===== config.mk =====
export PLATFORM = sky130hd
export DESIGN_NAME = tx_chain_config_bank
export DESIGN_NICKNAME = d
export VERILOG_FILES = /design/src/tx_chain_cfg_pkg.sv /design/src/tx_chain_config_bank.sv
export SDC_FILE = /design/constraint.sdc
export NUM_CORES = 1
export LEC_CHECK = 0
export BUFFER_PORTS_ARGS = -buffer_cell sky130_fd_sc_hd__buf_2
export CORE_MARGIN = 5
export CORE_UTILIZATION = 35
export DETAILED_ROUTE_END_ITERATION = 8
export PLACE_DENSITY = 0.72
export RECOVER_POWER = 100
export SLEW_MARGIN = 20
export SYNTH_ARGS = -nofsm -noshare
export SYNTH_HDL_FRONTEND = slang
export SYNTH_SLANG_ARGS = --single-unit

===== constraint.sdc =====
create_clock -name core_clk_i -period 4.2 [get_ports core_clk_i]
set_input_delay 0.84 -clock core_clk_i [delete_from_list [all_inputs] [get_ports core_clk_i]]
set_output_delay 0.84 -clock core_clk_i [all_outputs]
set_load 0.005 [all_outputs]

===== src/tx_chain_cfg_pkg.sv =====
package tx_chain_cfg_pkg;

   // ------------------------------------------------------------------
   // Register addresses.
   // ------------------------------------------------------------------
   localparam logic [11:0] ADDR_READOUT = 12'h100;
   localparam logic [11:0] ADDR_PAT_COL = 12'h104;
   localparam logic [11:0] ADDR_LPBK_PTR = 12'h105;
   localparam logic [11:0] ADDR_INTERP = 12'h106;
   localparam logic [11:0] ADDR_MIXER = 12'h107;
   localparam logic [11:0] ADDR_DIV_ROUTE = 12'h108;
   localparam logic [11:0] ADDR_PTR_STORE = 12'h141;

   // ------------------------------------------------------------------
   // Reset values.
   // ------------------------------------------------------------------
   localparam logic [7:0] RST_PAT_COL = 8'h10;
   localparam logic [7:0] RST_ZERO = 8'h00;

   // ------------------------------------------------------------------
   // Field positions.
   // ------------------------------------------------------------------
   localparam int BIT_READOUT = 0;
   localparam int BIT_PAT_A = 5;
   localparam int BIT_PAT_B = 6;
   localparam int BIT_TWO_AWAY_MASK = 7;
   localparam int BIT_LPBK_SEL = 0;
   localparam int BIT_LPBK_QUAL = 1;
   localparam int BIT_PTR_STORE = 3;
   localparam int POS_INTERP = 0;
   localparam int BIT_INTERP_QUAL = 2;
   localparam int BIT_F1_HP_A = 3;
   localparam int BIT_F2_HP_A = 4;
   localparam int BIT_F1_HP_B = 5;
   localparam int BIT_F2_HP_B = 6;
   localparam int BIT_MIX_EN = 0;
   localparam int POS_MIX_MODE = 1;
   localparam int BIT_MIX_STEP = 3;
   localparam int POS_MIX_PHASE = 4;
   localparam int POS_ROUTE = 1;
   localparam int POS_DIV_PHASE = 3;
   localparam int BIT_DIV_STEP = 5;
   localparam int BIT_SINC_EN = 6;
   localparam int BIT_SINC_QUAL = 7;
   localparam int POS_PTR_RD = 0;
   localparam int POS_PTR_WR = 4;

   // ------------------------------------------------------------------
   // Serial frame, samples and codes.
   // ------------------------------------------------------------------
   localparam int SPI_ADDR_BITS = 12;
   localparam int SPI_FRAME_BITS = 20;
   localparam int SAMPLE_BITS = 12;
   localparam int PATTERN_DEPTH = 8;
   localparam logic [11:0] MID_CODE = 12'h800;
   localparam logic [1:0] DIV_LAST_X1 = 2'h0;
   localparam logic [1:0] DIV_LAST_X2 = 2'h1;
   localparam logic [1:0] DIV_LAST_X4 = 2'h3;
   localparam logic [1:0] ROUTE_NORMAL = 2'h0;
   localparam logic [1:0] ROUTE_BOTH_A = 2'h1;
   localparam logic [1:0] ROUTE_BOTH_B = 2'h2;

endpackage : tx_chain_cfg_pkg


===== src/tx_chain_config_bank.sv =====
`timescale 1ns/100ps

module tx_chain_config_bank #(
   parameter int SAMPLE_W = tx_chain_cfg_pkg::SAMPLE_BITS
) (
   // Clock and reset.
   input wire logic core_clk_i,
   input wire logic sys_rst_i,
   // Serial programming pins.
   input wire logic spi_sen_n_i,
   input wire logic spi_sclk_i,
   input wire logic spi_sdata_i,
   output logic spi_sdout_o,
   output logic spi_sdout_oe_o,
   // Sync pin and sync-control levels.
   input wire logic sync_pin_i,
   input wire logic global_sync_disable_i,
   input wire logic mixer_sync_disable_i,
   input wire logic divider_sync_disable_i,
   // FIFO status.
   input wire logic collision_enable_i,
   input wire logic collision_other_i,
   input wire logic two_away_i,
   input wire logic [2:0] fifo_rd_ptr_i,
   input wire logic [2:0] fifo_wr_ptr_i,
   // Sample sources.
   input wire logic [SAMPLE_W-1:0] fifo_data_a_i,
   input wire logic [SAMPLE_W-1:0] fifo_data_b_i,
   input wire logic [SAMPLE_W-1:0] rx_data_a_i,
   input wire logic [SAMPLE_W-1:0] rx_data_b_i,
   input wire logic [8*SAMPLE_W-1:0] pattern_a_i,
   input wire logic [8*SAMPLE_W-1:0] pattern_b_i,
   // Converter samples.
   output logic [SAMPLE_W-1:0] dac_a_o,
   output logic [SAMPLE_W-1:0] dac_b_o,
   // Chain configuration.
   output logic sample_en_o,
   output logic [1:0] divider_phase_o,
   output logic first_filter_on_o,
   output logic second_filter_on_o,
   output logic [3:0] filter_highpass_o,
   output logic coarse_mixer_enable_o,
   output logic [1:0] coarse_mixer_mode_o,
   output logic [1:0] coarse_mixer_phase_o,
   output logic inverse_sinc_on_o
);

   // ------------------------------------------------------------------
   // Pin synchronisers.
   // ------------------------------------------------------------------
   localparam int P_SEN = 0;
   localparam int P_SCLK = 1;
   localparam int P_SDATA = 2;
   localparam int P_SYNC = 3;

   logic [3:0] pin_meta_q;
   logic [3:0] pin_q;
   logic sclk_prev_q;
   logic sync_prev_q;

   always_ff @(posedge core_clk_i or posedge sys_rst_i) begin
      if (sys_rst_i) begin
         pin_meta_q <= 4'h1;
         pin_q <= 4'h1;
         sclk_prev_q <= 1'b0;
         sync_prev_q <= 1'b0;
      end else begin
         pin_meta_q <= {sync_pin_i, spi_sdata_i, spi_sclk_i, spi_sen_n_i};
         pin_q <= pin_meta_q;
         sclk_prev_q <= pin_q[P_SCLK];
         sync_prev_q <= pin_q[P_SYNC];
      end
   end

   logic sclk_rise;
   logic sclk_fall;
   logic sync_rise;
   assign sclk_rise = pin_q[P_SCLK] & ~sclk_prev_q & ~pin_q[P_SEN];
   assign sclk_fall = ~pin_q[P_SCLK] & sclk_prev_q & ~pin_q[P_SEN];
   assign sync_rise = pin_q[P_SYNC] & ~sync_prev_q;

   // ------------------------------------------------------------------
   // Serial frame receiver.
   // ------------------------------------------------------------------
   logic [18:0] shift_in_q;
   logic [4:0] bit_cnt_q;
   logic [7:0] sdout_q;
   logic [19:0] frame;
   logic frame_done;
   logic addr_done;
   logic [11:0] early_addr;
   logic readout_q;

   assign frame = {shift_in_q, pin_q[P_SDATA]};
   assign frame_done = sclk_rise && bit_cnt_q == 5'(tx_chain_cfg_pkg::SPI_FRAME_BITS - 1);
   assign addr_done = sclk_rise && bit_cnt_q == 5'(tx_chain_cfg_pkg::SPI_ADDR_BITS - 1);
   assign early_addr = frame[11:0];

   always_ff @(posedge core_clk_i or posedge sys_rst_i) begin
      if (sys_rst_i) begin
         shift_in_q <= '0;
         bit_cnt_q <= '0;
      end else if (pin_q[P_SEN]) begin
         bit_cnt_q <= '0;
      end else if (sclk_rise) begin
         shift_in_q <= frame[18:0];
         if (bit_cnt_q != 5'(tx_chain_cfg_pkg::SPI_FRAME_BITS)) begin
            bit_cnt_q <= bit_cnt_q + 5'h1;
         end
      end
   end

   // ------------------------------------------------------------------
   // Configuration registers.
   // ------------------------------------------------------------------
   logic [7:0] pat_col_q;
   logic [7:0] lpbk_ptr_q;
   logic [7:0] interp_q;
   logic [7:0] mixer_q;
   logic [7:0] div_route_q;
   logic [7:0] ptr_store_q;
   logic wr_en;

   // In readout mode only the readout bit itself can still be written.
   assign wr_en = frame_done && (!readout_q || frame[19:8] == tx_chain_cfg_pkg::ADDR_READOUT);

   always_ff @(posedge core_clk_i or posedge sys_rst_i) begin
      if (sys_rst_i) begin
         readout_q <= 1'b0;
         pat_col_q <= tx_chain_cfg_pkg::RST_PAT_COL;
         lpbk_ptr_q <= tx_chain_cfg_pkg::RST_ZERO;
         interp_q <= tx_chain_cfg_pkg::RST_ZERO;
         mixer_q <= tx_chain_cfg_pkg::RST_ZERO;
         div_route_q <= tx_chain_cfg_pkg::RST_ZERO;
      end else if (wr_en) begin
         unique case (frame[19:8])
            tx_chain_cfg_pkg::ADDR_READOUT: readout_q <= frame[tx_chain_cfg_pkg::BIT_READOUT];
            tx_chain_cfg_pkg::ADDR_PAT_COL: pat_col_q <= frame[7:0];
            tx_chain_cfg_pkg::ADDR_LPBK_PTR: lpbk_ptr_q <= frame[7:0];
            tx_chain_cfg_pkg::ADDR_INTERP: interp_q <= frame[7:0];
            tx_chain_cfg_pkg::ADDR_MIXER: mixer_q <= frame[7:0];
            tx_chain_cfg_pkg::ADDR_DIV_ROUTE: div_route_q <= frame[7:0];
            default: ;
         endcase
      end
   end

   function automatic logic [7:0] read_reg(input logic [11:0] addr);
      logic [7:0] v;
      v = 8'h00;
      unique case (addr)
         tx_chain_cfg_pkg::ADDR_READOUT: v = {7'h00, readout_q};
         tx_chain_cfg_pkg::ADDR_PAT_COL: v = pat_col_q;
         tx_chain_cfg_pkg::ADDR_LPBK_PTR: v = lpbk_ptr_q;
         tx_chain_cfg_pkg::ADDR_INTERP: v = interp_q;
         tx_chain_cfg_pkg::ADDR_MIXER: v = mixer_q;
         tx_chain_cfg_pkg::ADDR_DIV_ROUTE: v = div_route_q;
         tx_chain_cfg_pkg::ADDR_PTR_STORE: v = ptr_store_q;
         default: v = 8'h00;
      endcase
      return v;
   endfunction : read_reg

   // ------------------------------------------------------------------
   // Readout shifter: MSB after the address, one bit per falling edge.
   // ------------------------------------------------------------------
   always_ff @(posedge core_clk_i or posedge sys_rst_i) begin
      if (sys_rst_i) begin
         sdout_q <= '0;
      end else if (addr_done && readout_q) begin
         sdout_q <= read_reg(early_addr);
      end else if (sclk_fall && bit_cnt_q > 5'(tx_chain_cfg_pkg::SPI_ADDR_BITS)) begin
         sdout_q <= {sdout_q[6:0], 1'b0};
      end
   end

   assign spi_sdout_o = sdout_q[7];
   assign spi_sdout_oe_o = readout_q & ~pin_q[P_SEN];

   // ------------------------------------------------------------------
   // Field decode.
   // ------------------------------------------------------------------
   logic [1:0] interp_code;
   logic [1:0] div_last;
   logic loopback_on;
   logic mixer_step_q;
   logic div_step_q;
   logic mixer_step_rise;
   logic div_step_rise;
   logic mixer_sync;
   logic divider_sync;

   assign interp_code = interp_q[tx_chain_cfg_pkg::BIT_INTERP_QUAL]
      ? interp_q[tx_chain_cfg_pkg::POS_INTERP +: 2] : 2'h0;
   assign div_last = interp_code == 2'h0 ? tx_chain_cfg_pkg::DIV_LAST_X1 :
      interp_code == 2'h1 ? tx_chain_cfg_pkg::DIV_LAST_X2 : tx_chain_cfg_pkg::DIV_LAST_X4;
   assign first_filter_on_o = interp_code != 2'h0;
   assign second_filter_on_o = interp_code[1];
   assign filter_highpass_o = {interp_q[tx_chain_cfg_pkg::BIT_F2_HP_B],
      interp_q[tx_chain_cfg_pkg::BIT_F1_HP_B], interp_q[tx_chain_cfg_pkg::BIT_F2_HP_A],
      interp_q[tx_chain_cfg_pkg::BIT_F1_HP_A]};
   assign loopback_on = lpbk_ptr_q[tx_chain_cfg_pkg::BIT_LPBK_SEL]
      & lpbk_ptr_q[tx_chain_cfg_pkg::BIT_LPBK_QUAL];
   assign coarse_mixer_enable_o = mixer_q[tx_chain_cfg_pkg::BIT_MIX_EN];
   assign coarse_mixer_mode_o = coarse_mixer_enable_o
      ? mixer_q[tx_chain_cfg_pkg::POS_MIX_MODE +: 2] : 2'h0;
   assign inverse_sinc_on_o = div_route_q[tx_chain_cfg_pkg::BIT_SINC_EN]
      & div_route_q[tx_chain_cfg_pkg::BIT_SINC_QUAL];

   // A sync edge reaches a block globally, or through its own path when global sync is off.
   assign mixer_sync = sync_rise & (~global_sync_disable_i | ~mixer_sync_disable_i);
   assign divider_sync = sync_rise & (~global_sync_disable_i | ~divider_sync_disable_i);
   assign mixer_step_rise = mixer_q[tx_chain_cfg_pkg::BIT_MIX_STEP] & ~mixer_step_q
      & global_sync_disable_i & mixer_sync_disable_i;
   assign div_step_rise = div_route_q[tx_chain_cfg_pkg::BIT_DIV_STEP] & ~div_step_q
      & global_sync_disable_i & divider_sync_disable_i;

   always_ff @(posedge core_clk_i or posedge sys_rst_i) begin
      if (sys_rst_i) begin
         mixer_step_q <= 1'b0;
         div_step_q <= 1'b0;
      end else begin
         mixer_step_q <= mixer_q[tx_chain_cfg_pkg::BIT_MIX_STEP];
         div_step_q <= div_route_q[tx_chain_cfg_pkg::BIT_DIV_STEP];
      end
   end

   // ------------------------------------------------------------------
   // Interpolation clock divider and mixer phase.
   // ------------------------------------------------------------------
   logic [1:0] div_cnt_q;
   logic [1:0] mix_phase_q;

   always_ff @(posedge core_clk_i or posedge sys_rst_i) begin
      if (sys_rst_i) begin
         div_cnt_q <= 2'h0;
      end else if (divider_sync) begin
         div_cnt_q <= div_route_q[tx_chain_cfg_pkg::POS_DIV_PHASE +: 2] & div_last;
      end else if (div_step_rise) begin
         div_cnt_q <= (div_cnt_q + 2'h2) & div_last;
      end else begin
         div_cnt_q <= (div_cnt_q + 2'h1) & div_last;
      end
   end

   always_ff @(posedge core_clk_i or posedge sys_rst_i) begin
      if (sys_rst_i) begin
         mix_phase_q <= 2'h0;
      end else if (mixer_sync) begin
         mix_phase_q <= mixer_q[tx_chain_cfg_pkg::POS_MIX_PHASE +: 2];
      end else if (mixer_step_rise) begin
         mix_phase_q <= mix_phase_q + 2'h2;
      end else begin
         mix_phase_q <= mix_phase_q + 2'h1;
      end
   end

   assign sample_en_o = div_cnt_q == 2'h0;
   assign divider_phase_o = div_cnt_q;
   assign coarse_mixer_phase_o = mix_phase_q;

   // ------------------------------------------------------------------
   // Pointer capture.
   // ------------------------------------------------------------------
   logic ptr_capture;
   assign ptr_capture = sample_en_o & lpbk_ptr_q[tx_chain_cfg_pkg::BIT_PTR_STORE] & ~readout_q;

   always_ff @(posedge core_clk_i or posedge sys_rst_i) begin
      if (sys_rst_i) begin
         ptr_store_q <= tx_chain_cfg_pkg::RST_ZERO;
      end else if (ptr_capture) begin
         ptr_store_q <= '0;
         ptr_store_q[tx_chain_cfg_pkg::POS_PTR_RD +: 3] <= fifo_rd_ptr_i;
         ptr_store_q[tx_chain_cfg_pkg::POS_PTR_WR +: 3] <= fifo_wr_ptr_i;
      end
   end

   // ------------------------------------------------------------------
   // Sample path: source, pattern, collision, routing.
   // ------------------------------------------------------------------
   logic [2:0] pat_idx_a_q;
   logic [2:0] pat_idx_b_q;
   logic force_mid;
   logic [SAMPLE_W-1:0] chain_a;
   logic [SAMPLE_W-1:0] chain_b;

   assign force_mid = collision_enable_i & (collision_other_i
      | (two_away_i & ~pat_col_q[tx_chain_cfg_pkg::BIT_TWO_AWAY_MASK]));

   always_ff @(posedge core_clk_i or posedge sys_rst_i) begin
      if (sys_rst_i) begin
         pat_idx_a_q <= 3'h0;
         pat_idx_b_q <= 3'h0;
      end else begin
         if (!pat_col_q[tx_chain_cfg_pkg::BIT_PAT_A]) begin
            pat_idx_a_q <= 3'h0;
         end else if (sample_en_o) begin
            pat_idx_a_q <= pat_idx_a_q + 3'h1;
         end
         if (!pat_col_q[tx_chain_cfg_pkg::BIT_PAT_B]) begin
            pat_idx_b_q <= 3'h0;
         end else if (sample_en_o) begin
            pat_idx_b_q <= pat_idx_b_q + 3'h1;
         end
      end
   end

   always_comb begin
      chain_a = loopback_on ? rx_data_a_i : fifo_data_a_i;
      chain_b = loopback_on ? rx_data_b_i : fifo_data_b_i;
      if (pat_col_q[tx_chain_cfg_pkg::BIT_PAT_A]) begin
         chain_a = pattern_a_i[pat_idx_a_q * SAMPLE_W +: SAMPLE_W];
      end
      if (pat_col_q[tx_chain_cfg_pkg::BIT_PAT_B]) begin
         chain_b = pattern_b_i[pat_idx_b_q * SAMPLE_W +: SAMPLE_W];
      end
      if (force_mid) begin
         chain_a = tx_chain_cfg_pkg::MID_CODE;
         chain_b = tx_chain_cfg_pkg::MID_CODE;
      end
   end

   always_ff @(posedge core_clk_i or posedge sys_rst_i) begin
      if (sys_rst_i) begin
         dac_a_o <= tx_chain_cfg_pkg::MID_CODE;
         dac_b_o <= tx_chain_cfg_pkg::MID_CODE;
      end else if (sample_en_o) begin
         unique case (div_route_q[tx_chain_cfg_pkg::POS_ROUTE +: 2])
            tx_chain_cfg_pkg::ROUTE_NORMAL: begin
               dac_a_o <= chain_a;
               dac_b_o <= chain_b;
            end
            tx_chain_cfg_pkg::ROUTE_BOTH_A: begin
               dac_a_o <= chain_a;
               dac_b_o <= chain_a;
            end
            tx_chain_cfg_pkg::ROUTE_BOTH_B: begin
               dac_a_o <= chain_b;
               dac_b_o <= chain_b;
            end
            default: begin
               dac_a_o <= chain_b;
               dac_b_o <= chain_a;
            end
         endcase
      end
   end
endmodule : tx_chain_config_bank


==> results of run 1 <==
-- synthesized netlist by cell type, types with 10 or more instances --
master / instances / area [um2]
o22ai_1: 24 / 150
nor2_1: 18 / 67.6
inv_1: 32 / 120
nor2b_1: 15 / 93.8
dfrtp_1: 120 / 3000
clkbuf_1: 41 / 154
and2_1: 10 / 62.6
a211oi_1: 27 / 203
mux4_2: 44 / 991
o221ai_1: 20 / 175
nand2_1: 41 / 154
mux2_2: 74 / 833
or3_1: 11 / 68.8
nor4_1: 18 / 113
and3_1: 26 / 163
-- metal layers --
| metal | up-vias | global-route usage, % |
|---|---|---|
| li1 | 3142 | - |
| met2 | 366 | 28.7 |
| met1 | 3460 | 31.6 |
| met3 | 39 | 9.13 |
| met4 | 10 | 4.67 |
| met5 | - | 0 |
-- registers in the layout, indices dropped and copies added (netlist names), 5 cells and up --
name,cells
bit_cnt_q,5
dac_a_o,12
dac_b_o,12
div_route_q,8
interp_q,8
lpbk_ptr_q,8
mixer_q,8
pat_col_q,8
ptr_store_q,6
sdout_q,8
shift_in_q,19
-- final cells by class --
cell class / count / area [um2]
Sequential cell: 125 / 3140
Fill cell: 2087 / 11800
Antenna cell: 1 / 2.50
Clock buffer: 18 / 439
Timing Repair Buffer: 306 / 1530
Tap cell: 280 / 350
Clock inverter: 14 / 103
Inverter: 32 / 121
Multi-Input combinational cell: 456 / 4090
-- metrics by stage --
| step | hold slack [ns] | worst slack (ns) |
|---|---|---|
| after floorplan | 0.331 | 0.0407 |
| after global placement | 0.336 | 1.43 |
| after detailed placement | 0.338 | 1.44 |
| after CTS | 0.344 | 1.42 |
| after global routing | 0.346 | 0.570 |
| final | 0.341 | 0.715 |
-- worst paths after layout --
| kind | start | to | slack, ns | cells after the start |
|---|---|---|---|---|
| max reg2reg | pin_q[0] | pat_col_q[0] | 1.00 | 6 |
| min reg2reg | pin_meta_q[1] | pin_q[1] | 0.34 | 0 |
| max in group asynchronous | sys_rst_i | pin_meta_q[0] | 1.83 | 3 |
| min in group asynchronous | sys_rst_i | dac_b_o[4] | 1.09 | 2 |
| min | pin_meta_q[1] | pin_q[1] | 0.34 | 0 |
| max | divider_phase_o[0] | sample_en_o | 0.71 | 4 |
-- cells by family (layout without fill, tap and decap cells) --
| group | count (synthesis) | after routing | share of synthesized area, % |
|---|---|---|---|
| fa+ha+maj | 5 | 5 | 0.820 |
| simple gates | 186 | 186 | 14.3 |
| buf+inv | 91 | 370 | 4.92 |
| xor+xnor | 9 | 9 | 1.03 |
| mux | 125 | 125 | 24.8 |
| compound gates | 131 | 131 | 13.0 |
| other cells | 0 | 1 | 0 |
| flops | 125 | 125 | 41.1 |
-- power groups by stage --
stage | Clock, mW | Combinational (mW) | Sequential, mW
after floorplan | 0 | 0.272 | 1.34
after global placement | 0 | 0.424 | 1.42
after detailed placement | 0 | 0.434 | 1.43
after CTS | 1.36 | 0.436 | 1.40
after global routing | 1.42 | 0.475 | 1.42
final | 1.34 | 0.432 | 1.41
==> impl_metrics.tcl, run 1 <==
set metrics [dict create \
    status "finished, violations left" \
    violations "max-capacitance violations, max-slew violations" \
    grt_max_degree 54 \
    vias 7017 \
    skew_ns 0.00934 \
    hp-class "flip-flop to flip-flop" \
    period_minus_slack_ns 3.49 \
    synthArstFlopShare_pct 100 \
    slew_violations 53 \
    cts_sinks 125 \
    cts_tree "yes" \
    num_io_pins 299 \
    stdcell_area_um2 9770 \
    synth-seq-cells 125 \
    drc_errors 0 \
    grt_pass1_wl_mm 40.0 \
    synth_cells 672 \
    clock_latency_ns 0.42 \
    cts-htree-levels 4 \
    wl_per_cell_um 22.4 \
    clock_path_buffers 2 \
    worstPathRequired_ns 3.36 \
    die_x_um 158 \
    leakage_nw 4.51 \
    antenna_found_initial 5 \
    switching_share_pct 27.1 \
    grt_pass1_vias 6843 \
    die_area_um2 24900 \
    hpwlAfterDp_mm 21.9 \
    final_cell_mix "buf_2, dfrtp_1, mux2_2" \
    rows 54 \
    synth_nets 935 \
    ir_worst_vdd_mv 0.268 \
    drive_above_1_share_pct 46.1 \
    ys.flop_type "dfrtp_1" \
    gr-total-overflow 0 \
    gp_congestion 0.885 \
    power_density_nw_per_um2 325 \
    dr.pass1.iters 5 \
    cts_hold_buf 0 \
    place_area_um2 9290 \
    grt_usage_pct 21.3 \
    worst_slew_pin_slew_ns 2.43 \
    portBuffers 298 \
    post-cts-setup-buffers 0 \
    share_comb_of_total_power_pct 13.6 \
    setup.worst_path.end_class "output port" \
    clkPwrFrac_pct 42.0 \
    hold_violations 0 \
    place_inst 1199 \
    start_kind "flip-flop" \
    postRouteAntennaNets 0 \
    cts_resized 0 \
    tns_ns 0 \
    crit_type "flip-flop to output port" \
    syn-cell-area_um2 7630 \
    wl_met2_mm 12.0 \
    rsz0062_at_grt "false" \
    total_power_mw 3.18 \
    top_layer "met5" \
    die_h_um 158 \
    wl_mm 27.5 \
    wl_met3_mm 3.22 \
    cp_cell_sequence "inv_1 -> ha_1 -> clkbuf_1 -> buf_2" \
    postLayoutCoreUtil_pct 45.2 \
    clk_pin_slew_ns 0.05 \
    viasPerCell 5.70 \
    nets 1201 \
    drtIter0Drc 700 \
    fmax_mhz 287 \
    maxCapViolCount 1 \
    p_seq_share_pct 44.4 \
    wl_met1_mm 11.9 \
    start_util_pct 35.3 \
    cts_made_buffers 17 \
    critPathBufInv 3 \
    synth_edf_count 0 \
    cp_top_family "buffers and inverters" \
    arrival_ns 2.65 \
    avgSynthCellArea_um2 11.4 \
    stdcell_count 1232 \
    p_int_mw 2.32 \
    ys_types 62 \
    cp_slowest_cell "clkbuf_1" \
    syn_to_final_growth_pct 28.0 \
    cp_max_fo 27 \
    min_period_over_period_pct 83.0 \
    ys_seq_area_share_pct 41.1 \
    max_stage_delay_ns 1.06 \
    slew_headroom_pct -63.0 \
    ys_warn_count 0 \
    final_common_cell "buf_2" \
    setup_viol_count_final 0 \
    clockRootBuffer "clkbuf_16" \
    power.switching_mw 0.860 \
    core_area_um2 21600 \
]
No activity file was read; power rests on OpenSTA's default activity.
==> run 2, diff against run 1 <==
--- a/config.mk
+++ b/config.mk
@@ -9,7 +9,7 @@
 export CORE_MARGIN = 5
 export CORE_UTILIZATION = 35
 export DETAILED_ROUTE_END_ITERATION = 8
-export PLACE_DENSITY = 0.72
+export PLACE_DENSITY = 0.7
 export RECOVER_POWER = 100
 export SLEW_MARGIN = 20
 export SYNTH_ARGS = -nofsm -noshare
==> constraint.sdc (replaced) <==
create_clock -name core_clk_i -period 3.3 [get_ports core_clk_i]
set_input_delay 0.66 -clock core_clk_i [delete_from_list [all_inputs] [get_ports core_clk_i]]
set_output_delay 0.66 -clock core_clk_i [all_outputs]
set_load 0.005 [all_outputs]
==> impl_metrics.tcl, run 2 (synthesis results as in run 1) <==
set metrics [dict create \
    start_util_pct 35.3 \
    skew_ns 0.00585 \
    critPathBufInv 0 \
    power_density_nw_per_um2 410 \
    viasPerCell 5.63 \
    nets 1210 \
    core_area_um2 21600 \
    grt_pass1_vias 6864 \
    postRouteAntennaNets 0 \
    grt_use_met1_pct 32.8 \
    vias 7002 \
    final_cell_mix "buf_2, dfrtp_1, mux2_2" \
    gr-total-overflow 0 \
    cts_hold_buf 0 \
    die_area_um2 24900 \
    largest_reg_flops 19 \
    clk_pin_slew_ns 0.06 \
    drc_errors 0 \
    post-cts-setup-buffers 0 \
    place_area_um2 9360 \
    arrival_ns 3.09 \
    clockRootBuffer "clkbuf_16" \
    cp_slowest_cell "a2111oi_0" \
    clock_path_buffers 2 \
    cts_made_buffers 17 \
    fmax_mhz 360 \
    wl_per_cell_um 22.0 \
    top_register "shift_in_q" \
    worstPathRequired_ns 3.61 \
    die_x_um 158 \
    top_regs "shift_in_q x19, dac_a_o x12, dac_b_o x12" \
    dr.pass1.iters 5 \
    die_h_um 158 \
    slew_violations 126 \
    status "finished, violations left" \
    setup.worst_path.end_class "flip-flop" \
    fin_hold_ws_ns 0.337 \
    max_stage_delay_ns 0.63 \
    ir_worst_vdd_mv 0.343 \
    maxCapViolCount 1 \
    cp_max_fo 8 \
    violations "max-capacitance violations, max-slew violations" \
    syn_to_final_growth_pct 28.8 \
    drtIter0Drc 772 \
    hp-class "primary input to flip-flop" \
    wl_mm 27.4 \
    grt_usage_pct 21.3 \
    worst_slew_pin_slew_ns 1.74 \
    drive_above_1_share_pct 45.8 \
    setup_viol_count_final 0 \
    period_minus_slack_ns 2.78 \
    final_common_cell "buf_2" \
    cp_cell_sequence "or4_4 -> nand4b_1 -> a2111oi_0 -> nand3_1 -> mux2_2" \
    met2_usage_pct 28.7 \
    start_kind "flip-flop" \
    hold_violations 0 \
    slew_headroom_pct -16.1 \
    cp_top_family "simple AND/OR/NAND/NOR gates" \
    cts_tree "yes" \
    cts_resized 0 \
    tns_ns 0 \
    hpwlAfterDp_mm 21.7 \
    antenna_found_initial 5 \
    grt_pass1_wl_mm 40.4 \
    rsz0062_at_grt "false" \
    min_period_over_period_pct 84.3 \
    cts-htree-levels 4 \
    top_usage_layer "met1" \
    crit_type "flip-flop to flip-flop" \
    num_io_pins 299 \
    rows 54 \
    gp_congestion 0.872 \
    leakage_nw 4.51 \
    use_met3_pct 5.93 \
    cts_sinks 125 \
    grt_max_degree 126 \
    portBuffers 298 \
    stdcell_area_um2 9830 \
    clock_latency_ns 0.42 \
]
==> run 2: changes by cell type in the layout (fill, tap and decap cells not counted), moves of 2 or more <==
cell,previous run,this run
buf_4,6,13
clkbuf_1,28,35
clkinv_2,10,3
buf_2,271,267
clkinvlp_4,3,7
clkinv_4,0,3
diode_2,1,4
and2_0,8,6
and2_1,2,4
==> run 2: worst register-to-register path: stages, from the launching register on <==
cell and delay, ns:
dfrtp_1 0.38, or4_4 0.54, nand4b_1 0.18, a2111oi_0 0.63, nand3_1 0.50, mux2_2 0.43
==> run 2: power breakdown <==
| group | internal, mW | switching, mW |
|---|---|---|
| combinational | 0.298 | 0.240 |
| sequential | 1.62 | 0.193 |
| clock | 0.977 | 0.709 |
==> run 2: area by class of cell <==
type | instances | area (um2)
clock inverters | 13 | 95.1
clock buffers | 19 | 443
multi-input cells | 456 | 4100
well taps | 280 | 350
inverters | 32 | 124
flip-flops and latches | 125 | 3140
diodes | 4 | 10.0
fillers | 2083 | 11800
repair buffers | 315 | 1570
==> run 2: per-stage QoR <==
stage,util (%),setup slack [ns],total power [mW],cells
CTS,45.8,0.618,4.07,1240
floorplan,-,0.882,2.05,672
global placement,43.3,0.666,2.36,1208
detailed placement,43.3,0.631,2.37,1208
global route,45.5,0.343,4.21,1243
finish,45.5,0.519,4.03,1244
==> run 2: routing by layer <==
metal	vias up	part of all wire (%)	routed length [um]
met4	4	2.0	544
met5	-	0.099	27
met1	3442	45	12300
met3	48	9.3	2540
li1	3166	-	-
met2	342	44	12000
==> run 2: final timing paths <==
kind / startpoint / endpoint / slack, ns / depth (start not counted)
setup / recovery: shift_in_q[11] / mixer_q[5] / 0.52 / 5
hold / removal: spi_sen_n_i / pin_meta_q[0] / 0.34 / 1
setup reg to reg: shift_in_q[11] / mixer_q[5] / 0.52 / 5
hold reg to reg: pin_meta_q[1] / pin_q[1] / 0.35 / 0
max in group asynchronous: sys_rst_i / pat_idx_a_q[0] / 1.21 / 3
min in group asynchronous: sys_rst_i / dac_a_o[4] / 0.85 / 3
